## src/rtl/crf_pkg.sv

```systemverilog
/*
 * Package for the core register file: data-space offsets, widths, reset
 * values, context and program-counter source codes, and the carrier structs.
 * Assumes it is compiled before every module that imports it.
 */
`default_nettype none

package crf_pkg;

	// ****************************************
	// widths and sizes
	// ****************************************
	localparam int DATA_W = 8;
	localparam int PC_W = 12;
	localparam int STACK_DEPTH = 6;
	localparam int DEPTH_W = 3;

	// ****************************************
	// data-space offsets
	// ****************************************
	localparam logic [7:0] ADDR_POINTER_ONE = 8'h80;
	localparam logic [7:0] ADDR_POINTER_TWO = 8'h81;
	localparam logic [7:0] ADDR_SHORT_DIRECT_FIRST = 8'h82;
	localparam logic [7:0] ADDR_SHORT_DIRECT_SECOND = 8'h83;
	localparam logic [7:0] ADDR_RESULT_REGISTER = 8'hFF;

	// ****************************************
	// reset values and vectors
	// ****************************************
	localparam logic [7:0] REG_RESET = 8'h00;
	localparam logic [11:0] PC_RESET_VECTOR = 12'hFFE;
	localparam logic [11:0] PC_ZERO = 12'h000;
	localparam logic [11:0] PC_ONE = 12'h001;
	localparam logic [2:0] DEPTH_ZERO = 3'h0;
	localparam logic [2:0] DEPTH_ONE = 3'h1;
	localparam logic [2:0] DEPTH_FULL = 3'h6;

	// ****************************************
	// enumerations
	// ****************************************
	typedef enum logic [1:0] {
		CTX_NORMAL,
		CTX_INTERRUPT,
		CTX_NMI
	} crf_ctx_type;

	typedef enum logic [2:0] {
		PCS_HOLD,
		PCS_INCREMENT,
		PCS_RELATIVE,
		PCS_JUMP_ABSOLUTE,
		PCS_CALL,
		PCS_INTERRUPT,
		PCS_NMI,
		PCS_RETURN
	} crf_pc_op_type;

	// ****************************************
	// carriers
	// ****************************************
	typedef struct packed {
		logic rd;
		logic wr;
		logic [7:0] addr;
		logic [7:0] wdata;
	} crf_dbus_type;

	typedef struct packed {
		logic carry;
		logic zero;
	} crf_flags_type;

	// carry and zero flag update presented by the execute stage
	typedef struct packed {
		logic carry_we;
		logic carry_val;
		logic zero_we;
		logic zero_val;
	} crf_flag_upd_type;

	typedef struct packed {
		crf_pc_op_type op;
		logic is_interrupt_exit;
		logic [11:0] target;
		logic [7:0] offset;
		logic backward;
	} crf_pc_cmd_type;

endpackage

`default_nettype wire

```

## src/rtl/crf_core_regs.sv

```systemverilog
/*
 * Core register file: result register, pointers and short-direct registers
 * on the data space, the program counter with its load sources, three
 * per-context flag pairs and a six-level return stack.
 * Assumes the sequencer issues at most one program-counter command per clock,
 * and that data-space reads are sampled one clock after the request.
 */
`timescale 1ns/1ps
`default_nettype none


module crf_core_regs
	import crf_pkg::*;
(
	input wire logic clk_in,
	input wire logic rst_n_in,
	input wire crf_dbus_type dbus_in,
	input wire crf_pc_cmd_type pc_cmd_in,
	input wire logic [11:0] int_vector_in,
	input wire logic [11:0] nmi_vector_in,
	input wire crf_flag_upd_type flag_upd_in,
	output logic [7:0] rdata_out,
	output logic rvalid_out,
	output logic [11:0] program_counter_out,
	output logic [7:0] result_register_out,
	output logic [7:0] pointer_one_out,
	output logic [7:0] pointer_two_out,
	output crf_flags_type flags_out,
	output crf_ctx_type context_out,
	output logic [2:0] stack_depth_out
);

	// ****************************************
	// state
	// ****************************************
	typedef struct packed {
		logic [7:0] result_register;
		logic [7:0] pointer_one;
		logic [7:0] pointer_two;
		logic [7:0] short_direct_first;
		logic [7:0] short_direct_second;
		logic [11:0] program_counter;
		crf_flags_type normal_pair;
		crf_flags_type interrupt_pair;
		crf_flags_type nmi_pair;
		crf_ctx_type ctx;
		crf_ctx_type ctx_saved;
		logic [STACK_DEPTH-1:0][11:0] stack;
		logic [2:0] depth;
		logic [7:0] rdata;
		logic rvalid;
		crf_flags_type flags;
	} crf_state_type;

	crf_state_type state_q;
	crf_state_type state_d;

	logic [12:0] rel_sum;
	crf_flags_type cur_pair;
	crf_flags_type new_pair;
	logic push;
	logic pop;

	// ****************************************
	// relative branch adder
	// ****************************************
	// offset and counter meet in one adder; the carry out is dropped, so a
	// branch target wraps inside the 4096-byte program space
	always_comb begin
		if (pc_cmd_in.backward) begin
			rel_sum = {1'b0, state_q.program_counter} - {5'h00, pc_cmd_in.offset};
		end else begin
			rel_sum = {1'b0, state_q.program_counter} + {5'h00, pc_cmd_in.offset};
		end
	end

	// ****************************************
	// flag pair of the running context
	// ****************************************
	always_comb begin
		case (state_q.ctx)
			CTX_NORMAL: cur_pair = state_q.normal_pair;
			CTX_INTERRUPT: cur_pair = state_q.interrupt_pair;
			CTX_NMI: cur_pair = state_q.nmi_pair;
			default: cur_pair = state_q.nmi_pair;
		endcase
		new_pair = cur_pair;
		if (flag_upd_in.carry_we) begin
			new_pair.carry = flag_upd_in.carry_val;
		end
		if (flag_upd_in.zero_we) begin
			new_pair.zero = flag_upd_in.zero_val;
		end
	end

	// ****************************************
	// next state
	// ****************************************
	always_comb begin
		state_d = state_q;
		state_d.rvalid = 1'b0;
		push = 1'b0;
		pop = 1'b0;

		// data-space access; any other address is left to the rest of data space
		if (dbus_in.rd) begin
			state_d.rvalid = 1'b1;
			case (dbus_in.addr)
				ADDR_RESULT_REGISTER: state_d.rdata = state_q.result_register;
				ADDR_POINTER_ONE: state_d.rdata = state_q.pointer_one;
				ADDR_POINTER_TWO: state_d.rdata = state_q.pointer_two;
				ADDR_SHORT_DIRECT_FIRST: state_d.rdata = state_q.short_direct_first;
				ADDR_SHORT_DIRECT_SECOND: state_d.rdata = state_q.short_direct_second;
				default: begin
					state_d.rdata = REG_RESET;
					state_d.rvalid = 1'b0;
				end
			endcase
		end
		if (dbus_in.wr) begin
			case (dbus_in.addr)
				ADDR_RESULT_REGISTER: state_d.result_register = dbus_in.wdata;
				ADDR_POINTER_ONE: state_d.pointer_one = dbus_in.wdata;
				ADDR_POINTER_TWO: state_d.pointer_two = dbus_in.wdata;
				ADDR_SHORT_DIRECT_FIRST: state_d.short_direct_first = dbus_in.wdata;
				ADDR_SHORT_DIRECT_SECOND: state_d.short_direct_second = dbus_in.wdata;
				default: begin
				end
			endcase
		end

		// only the pair of the running context is written back; a switch in the
		// same clock takes effect afterwards, so the update lands in the old pair
		case (state_q.ctx)
			CTX_NORMAL: state_d.normal_pair = new_pair;
			CTX_INTERRUPT: state_d.interrupt_pair = new_pair;
			CTX_NMI: state_d.nmi_pair = new_pair;
			default: begin
			end
		endcase

		// program counter sources
		case (pc_cmd_in.op)
			PCS_HOLD: begin
			end
			PCS_INCREMENT: state_d.program_counter = state_q.program_counter + PC_ONE;
			PCS_RELATIVE: state_d.program_counter = rel_sum[11:0];
			PCS_JUMP_ABSOLUTE: state_d.program_counter = pc_cmd_in.target;
			PCS_CALL: begin
				state_d.program_counter = pc_cmd_in.target;
				push = 1'b1;
			end
			PCS_INTERRUPT: begin
				state_d.program_counter = int_vector_in;
				push = 1'b1;
				// pairs are switched, never cleared
				state_d.ctx_saved = state_q.ctx;
				state_d.ctx = CTX_INTERRUPT;
			end
			PCS_NMI: begin
				state_d.program_counter = nmi_vector_in;
				push = 1'b1;
				state_d.ctx_saved = state_q.ctx;
				state_d.ctx = CTX_NMI;
			end
			PCS_RETURN: begin
				if (state_q.depth != DEPTH_ZERO) begin
					state_d.program_counter = state_q.stack[0];
					pop = 1'b1;
				end else begin
					// empty stack: fall through to the next instruction
					state_d.program_counter = state_q.program_counter + PC_ONE;
				end
				if (pc_cmd_in.is_interrupt_exit) begin
					// one saved context only; nested nmi-in-interrupt returns to saved
					state_d.ctx = state_q.ctx_saved;
					state_d.ctx_saved = CTX_NORMAL;
				end
			end
			default: begin
			end
		endcase

		// return stack: a shift register, so there is no pointer to wrap
		if (push) begin
			for (int i = STACK_DEPTH - 1; i > 0; i--) begin
				state_d.stack[i] = state_q.stack[i-1];
			end
			state_d.stack[0] = state_q.program_counter;
			if (state_q.depth != DEPTH_FULL) begin
				state_d.depth = state_q.depth + DEPTH_ONE;
			end
		end else if (pop) begin
			for (int i = 0; i < STACK_DEPTH - 1; i++) begin
				state_d.stack[i] = state_q.stack[i+1];
			end
			state_d.depth = state_q.depth - DEPTH_ONE;
		end

		// the flag view is a register of its own, so the output needs no mux
		// after the flops; it follows the context of the next clock
		case (state_d.ctx)
			CTX_NORMAL: state_d.flags = state_d.normal_pair;
			CTX_INTERRUPT: state_d.flags = state_d.interrupt_pair;
			default: state_d.flags = state_d.nmi_pair;
		endcase
	end

	// ****************************************
	// registers
	// ****************************************
	always_ff @(posedge clk_in) begin
		if (!rst_n_in) begin
			state_q.result_register <= REG_RESET;
			state_q.pointer_one <= REG_RESET;
			state_q.pointer_two <= REG_RESET;
			state_q.short_direct_first <= REG_RESET;
			state_q.short_direct_second <= REG_RESET;
			state_q.program_counter <= PC_RESET_VECTOR;
			state_q.normal_pair <= '0;
			state_q.interrupt_pair <= '0;
			state_q.nmi_pair <= '0;
			state_q.ctx <= CTX_NMI;
			state_q.ctx_saved <= CTX_NORMAL;
			state_q.stack <= '0;
			state_q.depth <= DEPTH_ZERO;
			state_q.rdata <= REG_RESET;
			state_q.rvalid <= 1'b0;
			state_q.flags <= '0;
		end else begin
			state_q <= state_d;
		end
	end

	// ****************************************
	// outputs
	// ****************************************
	always_comb begin
		rdata_out = state_q.rdata;
		rvalid_out = state_q.rvalid;
		program_counter_out = state_q.program_counter;
		result_register_out = state_q.result_register;
		pointer_one_out = state_q.pointer_one;
		pointer_two_out = state_q.pointer_two;
		context_out = state_q.ctx;
		stack_depth_out = state_q.depth;
		flags_out = state_q.flags;
	end

endmodule

`default_nettype wire

```

## config.mk

```make
export PLATFORM = sky130hd
export DESIGN_NAME = crf_core_regs
export DESIGN_NICKNAME = d
export VERILOG_FILES = /design/src/rtl/crf_pkg.sv /design/src/rtl/crf_core_regs.sv
export SDC_FILE = /design/constraint.sdc
export NUM_CORES = 1
export LEC_CHECK = 0
export ABC_AREA = 1
export CAP_MARGIN = 20
export CORE_MARGIN = 2
export CORE_UTILIZATION = 60
export CTS_BUF_LIST = sky130_fd_sc_hd__clkbuf_2 sky130_fd_sc_hd__clkbuf_4 sky130_fd_sc_hd__clkbuf_8
export DETAILED_ROUTE_END_ITERATION = 6
export DONT_BUFFER_PORTS = 1
export PLACE_DENSITY = 0.76
export SLEW_MARGIN = 20
export SYNTH_ARGS = -nofsm -noshare
export SYNTH_HDL_FRONTEND = slang
export SYNTH_SLANG_ARGS = --single-unit
export TNS_END_PERCENT = 30
```

## constraint.sdc

```tcl
create_clock -name clk_in -period 2.4 [get_ports clk_in]
set_input_delay 0.24 -clock clk_in [delete_from_list [all_inputs] [get_ports clk_in]]
set_output_delay 0.24 -clock clk_in [all_outputs]
set_load 0.02 [all_outputs]
```

==> results of run 1 <==
per-layer routing:
layer	vias up	wire, um
met4	0	713
met5	-	0
met2	244	9470
met1	3440	8810
met3	52	1470
li1	3848	-
sequential cells by signal, indices dropped and copies added (netlist names):
signal / flops
state_q: 96
program_counter_out: 12
context_out: 2
rvalid_out: 1
flags_out: 2
stack_depth_out: 3
pointer_two_out: 8
pointer_one_out: 8
rdata_out: 8
result_register_out: 8
cell type report:
type                            count  share of cell area (%)
Antenna cell                        1                  0.0293
Clock buffer                       18                    2.90
Clock inverter                     14                    1.79
Inverter                          141                    6.26
Multi-Input combinational cell    819                    47.7
Sequential cell                   148                    34.8
Tap cell                          176                    2.58
Timing Repair Buffer               36                    3.96
worst max path at each step:
stage / endpoint / start / slack, ns / cells after the start
4_1_cts: program_counter_out[2] / program_counter_out[0] / 0.04 / 12
6_report: program_counter_out[2] / program_counter_out[0] / 0.1 / 12
2_1_floorplan: program_counter_out[7] / pc_cmd_in[1] / 0.21 / 21
3_3_place_gp: program_counter_out[7] / pc_cmd_in[1] / 0.08 / 21
3_5_place_dp: program_counter_out[7] / pc_cmd_in[1] / 0.07 / 21
5_1_grt: program_counter_out[2] / program_counter_out[0] / -0.03 / 12
worst max-delay path, delay by kind of cell (launching register included):
family,cells,cell delay (ns)
adders and majority gates,2,0.59
DFF,1,0.33
buffers and inverters,3,0.69
AOI/OAI and AO/OA,1,0.17
and+or+nand+nor,6,0.41
placed cells by master, fill, tap and decap left out, types with 14 or more instances in the layout:
cell	netlist	final
nor3_1	20	20
nor2_1	115	115
a21oi_1	101	101
clkbuf_8	0	18
inv_1	134	132
a31oi_1	27	27
nand2_1	269	268
a211oi_1	25	24
dlygate4sd3_1	0	14
o21ai_0	104	104
nand3_1	76	75
dfxtp_1	148	147
buf_4	62	20
metrics by stage:
stage          util, %  hold slack [ns]  TNS [ns]
2_1_floorplan        -            0.375         0
3_3_place_gp      59.7            0.319         0
3_5_place_dp      59.7            0.323         0
4_1_cts           63.9          0.00187         0
5_1_grt           64.2           0.0274   -0.0271
6_report          64.2           0.0197         0
power breakdown:
part	total, W	switching (W)	internal [W]
Combinational	0.00110	0.000720	0.000379
Sequential	0.00269	0.000118	0.00257
Clock	0.00198	0.00102	0.000961
repair_timing:
action | 4_1_cts | 5_1_grt
endpoints found under the hold margin | 80 | 0
setup buffers | 0 | 0
hold buffers | 15 | 0
endpoints found under the setup margin | 0 | 7
resized for setup | 0 | 6
cells by family (layout without fill, tap and decap cells):
| kind of cell | after synthesis | in the layout |
|---|---|---|
| compound gates | 288 | 288 |
| xor+xnor | 8 | 8 |
| fa+ha+maj | 15 | 15 |
| buf+inv | 246 | 209 |
| flops | 148 | 148 |
| other cells | 0 | 1 |
| simple gates | 507 | 508 |
==> results.cfg, run 1 <==
[layout]
register_area_um2 = 2960
final_cells = 1353
finalInstanceArea_um2 = 8530
fill_cells = 1250
layout.nets = 1251
multiInputGateArea_um2 = 4070
drive_gt1_share_pct = 7.48
syn_to_final_growth_pct = 3.81

[global_route]
top_usage_layer = met2
gr-usage-met2_pct = 46.6
gr-total-overflow = 0
antenna_found_initial = 1
grt_first_pass_wirelength_um = 33100
gr-usage-met3_pct = 6.86
grt_pass1_vias = 6948
grt_max_degree = 74
grt_use_total_pct = 28.1
grt_util_met1_pct = 33.7

[worst_setup_path]
r2r_slack_ns = 0.1
crit_chain = inv_1 > ha_2 > fa_2 > inv_2 > nand2_1 > nand3_2 > nand3_1 > a211oi_2 > nand2_1 > nand2_1 > nand2_1 > dlygate4sd3_1
critPathKind = reg -> reg
r2r-end = program_counter_out[2]
worstPathRequired_ns = 2.75
cp-start-kind = flip-flop
crit_slowest_cell = dlygate4sd3_1
cpPeakStageDelay_ns = 0.55
worstReg2RegStart = program_counter_out[0]
worst_path_most_repeated_cell = nand2_1
reg2reg_depth = 12
arrival_ns = 2.65
path_max_fanout = 3
end_kind = flip-flop

[yosys]
synth_async_sr_flop_share_pct = 0
synth_area_per_cell_um2 = 6.78
yosys_most_used_dff = dfxtp_1
synth_seq_cells = 148
synth_xor_xnor_area_share_pct = 0.853
synth_warnings = 0
syn_area_um2 = 8220
ys_seq_area_share_pct = 36.1
synth_edf_count = 0
syn_nets = 1300
synth_top_area_share_pct = 36.1
yosys-top-cells-area = dfxtp_1 (36%), nand2_1 (12%), o21ai_0 (6.3%), a21oi_1 (6.2%), inv_1 (6.1%)
synthCells = 1212
synthDistinctLibCells = 42
synth_top_family_by_area = simple AND/OR/NAND/NOR gates
ys_top_cells_by_count = nand2_1 (269), dfxtp_1 (148), inv_1 (134)
yosysMostFrequentCell = nand2_1
yosysTopAreaCell = dfxtp_1
synth_adder_area_share_pct = 2.47
synthMuxAreaShare_pct = 0
synthSimpleGateAreaFrac_pct = 26.0
synth_compound_area_share_pct = 19.9

[place]
postPlaceCellArea_um2 = 7930
dp_hpwl_um = 14100
placedCellCount = 1304
gp_congestion = 0.987
place.port_buffers = 0
place_ws_ns = 0.0708

[sta]
worstMarginPinSlew_ns = 0.976
max_freq_mhz = 434
setup_viol = 0
hold_violations = 0
finalCritPeriodShare_pct = 96.0
setup_slack_ns = 0.0955
period_needed_ns = 2.30
max_slew_margin_pct = 34.7
drv_slew = 0
fin_worst_skew_ns = 0.0104

[floorplan]
die_w_um = 121
io_pins = 125
die_area_um2 = 14600
fp.dieH_um = 121
core_um2 = 13300
start_util_pct = 61.8
row_count = 42

[detailed_routing]
ant_nets = 0
wl_per_cell_um = 15.1
vias = 7584
drt_pre_antenna_iters = 5
routed_wl_um = 20500
route.detailed.drc = 0
vias_per_cell = 5.61
drt_iter0_markers = 495

[clocking]
clk_pin_slew_ns = 0.08
clk_latency_ns = 0.46
numCtsBuffers = 17
cts_tree = built
cts.sinks = 148
clk_path_buf_depth = 2
htree_num_levels = 4
cts_root_buffer = clkbuf_8

[worst_hold_path]
min_from = pc_cmd_in[13]
hold_end = program_counter_out[4]
min_path_type = in -> reg
hold_depth = 4

[power_and_ir_drop]
irDropWorstVdd_v = 0.000463
total_power_w = 0.00577
p_leak_nw = 3.45
power.density_nw_per_um2 = 677

[outcome]
status = finished, final reports clean

[run]
cap_viol_max_count = 0
(Power assumes the default switching activity.)
==> inputs of run 2 (changes only) <==
==> constraint.sdc (replaced) <==
create_clock -name clk_in -period 2.4 [get_ports clk_in]
set_input_delay 0.24 -clock clk_in [delete_from_list [all_inputs] [get_ports clk_in]]
set_output_delay 0.24 -clock clk_in [all_outputs]
set_load 0.1 [all_outputs]
==> run 2 against run 1 <==
Clock skew shrank 0.00094 ns. Count of clock-buffer cells in the layout grew 5. Clock power shrank 16%. Critical endpoint unchanged. Largest cell class unchanged. Power down 0.37%. Global-route usage is 0.31 points higher. Final cell count rose by 2.3%. Combinational power increased by 25%. Maximum frequency grew 0.72%.
==> results.cfg, run 2 (synthesis results as in run 1) <==
[sta]
max_freq_mhz = 437
hold_violations = 0
max_slew_margin_pct = 37.8
setup_viol = 0
tns_ns = 0
drv_slew = 0
period_needed_ns = 2.29
finalCritPeriodShare_pct = 95.3
whs_ns = 0.0200
fin_worst_skew_ns = 0.00946
worstMarginPinSlew_ns = 0.931

[layout]
layout.nets = 1287
final_cells = 1384
n_antenna_cell = 0
utilization_pct = 65.6
largest_register = state_q
syn_to_final_growth_pct = 6.17
largest_reg_flops = 96
drive_gt1_share_pct = 9.85
layout_common_cells = nand2_1 (268), dfxtp_1 (147), inv_1 (132)
mostFrequentLayoutCell = nand2_1

[floorplan]
die_area_um2 = 14600
row_count = 42
die_w_um = 121
start_util_pct = 61.8
io_pins = 125
fp.dieH_um = 121
core_um2 = 13300

[detailed_routing]
wl_per_cell_um = 14.9
vias = 7761
vias_per_cell = 5.61
drt_iter0_markers = 624
drt_pre_antenna_iters = 6
ant_nets = 0
route.detailed.drc = 0
routed_wl_um = 20600

[worst_setup_path]
critPathKind = reg -> reg
r2r_slack_ns = 0.11
crit_slowest_cell = dlygate4sd3_1
cp-start-kind = flip-flop
crit_chain = inv_1 > ha_2 > fa_2 > inv_2 > nand2_1 > nand3_1 > nand3_1 > a211oi_2 > nand2_1 > nand2_1 > nand2_1 > dlygate4sd3_1
crit_family = buffers and inverters
end_kind = flip-flop
r2r-end = program_counter_out[2]
arrival_ns = 2.62
cp.depth = 12
path_max_fanout = 3
critPathBufInv = 3
cp-endpoint = program_counter_out[2]
worstReg2RegStart = program_counter_out[0]
cpPeakStageDelay_ns = 0.57
critPathLaunch = program_counter_out[0]
worst_path_most_repeated_cell = nand2_1
worstPathRequired_ns = 2.74
reg2reg_depth = 12

[power_and_ir_drop]
pwr-share-clk_pct = 29.1
p_comb_share_pct = 24.0
p_switching_w = 0.00199
p_seq_share_pct = 46.9
power.density_nw_per_um2 = 659
p_leak_nw = 3.63
p_int_w = 0.00376
switching_share_pct = 34.7
irDropWorstVdd_v = 0.000377
total_power_w = 0.00575

[clocking]
clk_pin_slew_ns = 0.08
cts.sinks = 148
clk_path_buf_depth = 2
numCtsBuffers = 17
cts_root_buffer = clkbuf_8
cts_tree = built
htree_num_levels = 4
clk_latency_ns = 0.45

[worst_hold_path]
min_path_type = in -> reg

[global_route]
gr-total-overflow = 0
grt_use_total_pct = 28.4
antenna_found_initial = 0
grt_first_pass_wirelength_um = 33500
grt_max_degree = 74
grt_pass1_vias = 7089

[outcome]
status = finished, final reports clean

[place]
place.port_buffers = 0
dp_hpwl_um = 14300
placedCellCount = 1341
gp_congestion = 1.00

[run]
cap_viol_max_count = 0
## run 2: cell types whose count changed in the layout (fill, tap and decap cells not counted), sizes merged
cell	change
clkinvlp	-5
clkinv	+2
clkbuf	+5
inv	-4
diode	-1
bufinv	-2
buf	+37
nor2	-1
## run 2: area by class of cell
cell class | instances | area [um2]
clock buffer | 23 | 292
sequential | 148 | 2960
tap | 176 | 220
timing repair buffer | 73 | 628
fill | 1244 | 4570
clock inverter | 5 | 31.3
inverter | 141 | 534
multi-input combinational | 818 | 4050
## run 2: stage by stage
step | cell area [um2] | worst slack, ns
after floorplan | 8220 | 0.210
after global placement | 8220 | 0.0944
after detailed placement | 8220 | 0.0809
after CTS | 8710 | 0.0255
after global routing | 8720 | -0.0193
final | 8720 | 0.112
## run 2: worst min path at each step
| stage | start | to | slack (ns) | cells after the start |
|---|---|---|---|---|
| after floorplan | dbus_in[0] | pointer_two_out[0] | 0.37 | 2 |
| after global placement | rst_n_in | program_counter_out[3] | 0.32 | 1 |
| after detailed placement | rst_n_in | program_counter_out[2] | 0.32 | 1 |
| after CTS | pc_cmd_in[23] | context_out[1] | 0.004 | 2 |
| after global routing | pc_cmd_in[23] | context_out[1] | 0.01 | 2 |
| final | dbus_in[6] | pointer_one_out[6] | 0.02 | 2 |
## run 2: routing by layer
metal	global-route usage (%)	vias up	wire, um
met1	33.6	3493	8420
li1	-	3905	-
met4	13.5	0	776
met3	7.28	65	1690
met5	0	-	0
met2	48.0	298	9720
## run 2: power groups by stage
| stage | clock (W) | sequential (W) | combinational [W] |
|---|---|---|---|
| 3_5_place_dp | 0 | 0.00275 | 0.00131 |
| 3_3_place_gp | 0 | 0.00275 | 0.00129 |
| 2_1_floorplan | 0 | 0.00270 | 0.00117 |
| 4_1_cts | 0.00170 | 0.00269 | 0.00137 |
| 6_report | 0.00167 | 0.00270 | 0.00138 |
| 5_1_grt | 0.00180 | 0.00271 | 0.00152 |
## run 2: repair_timing
action                                  in CTS  in global routing
gates resized for setup                      0                  5
endpoints found under the setup margin       0                  1
hold buffers                                15                  0
buffers inserted                             0                  0
endpoints found under the hold margin       79                  0
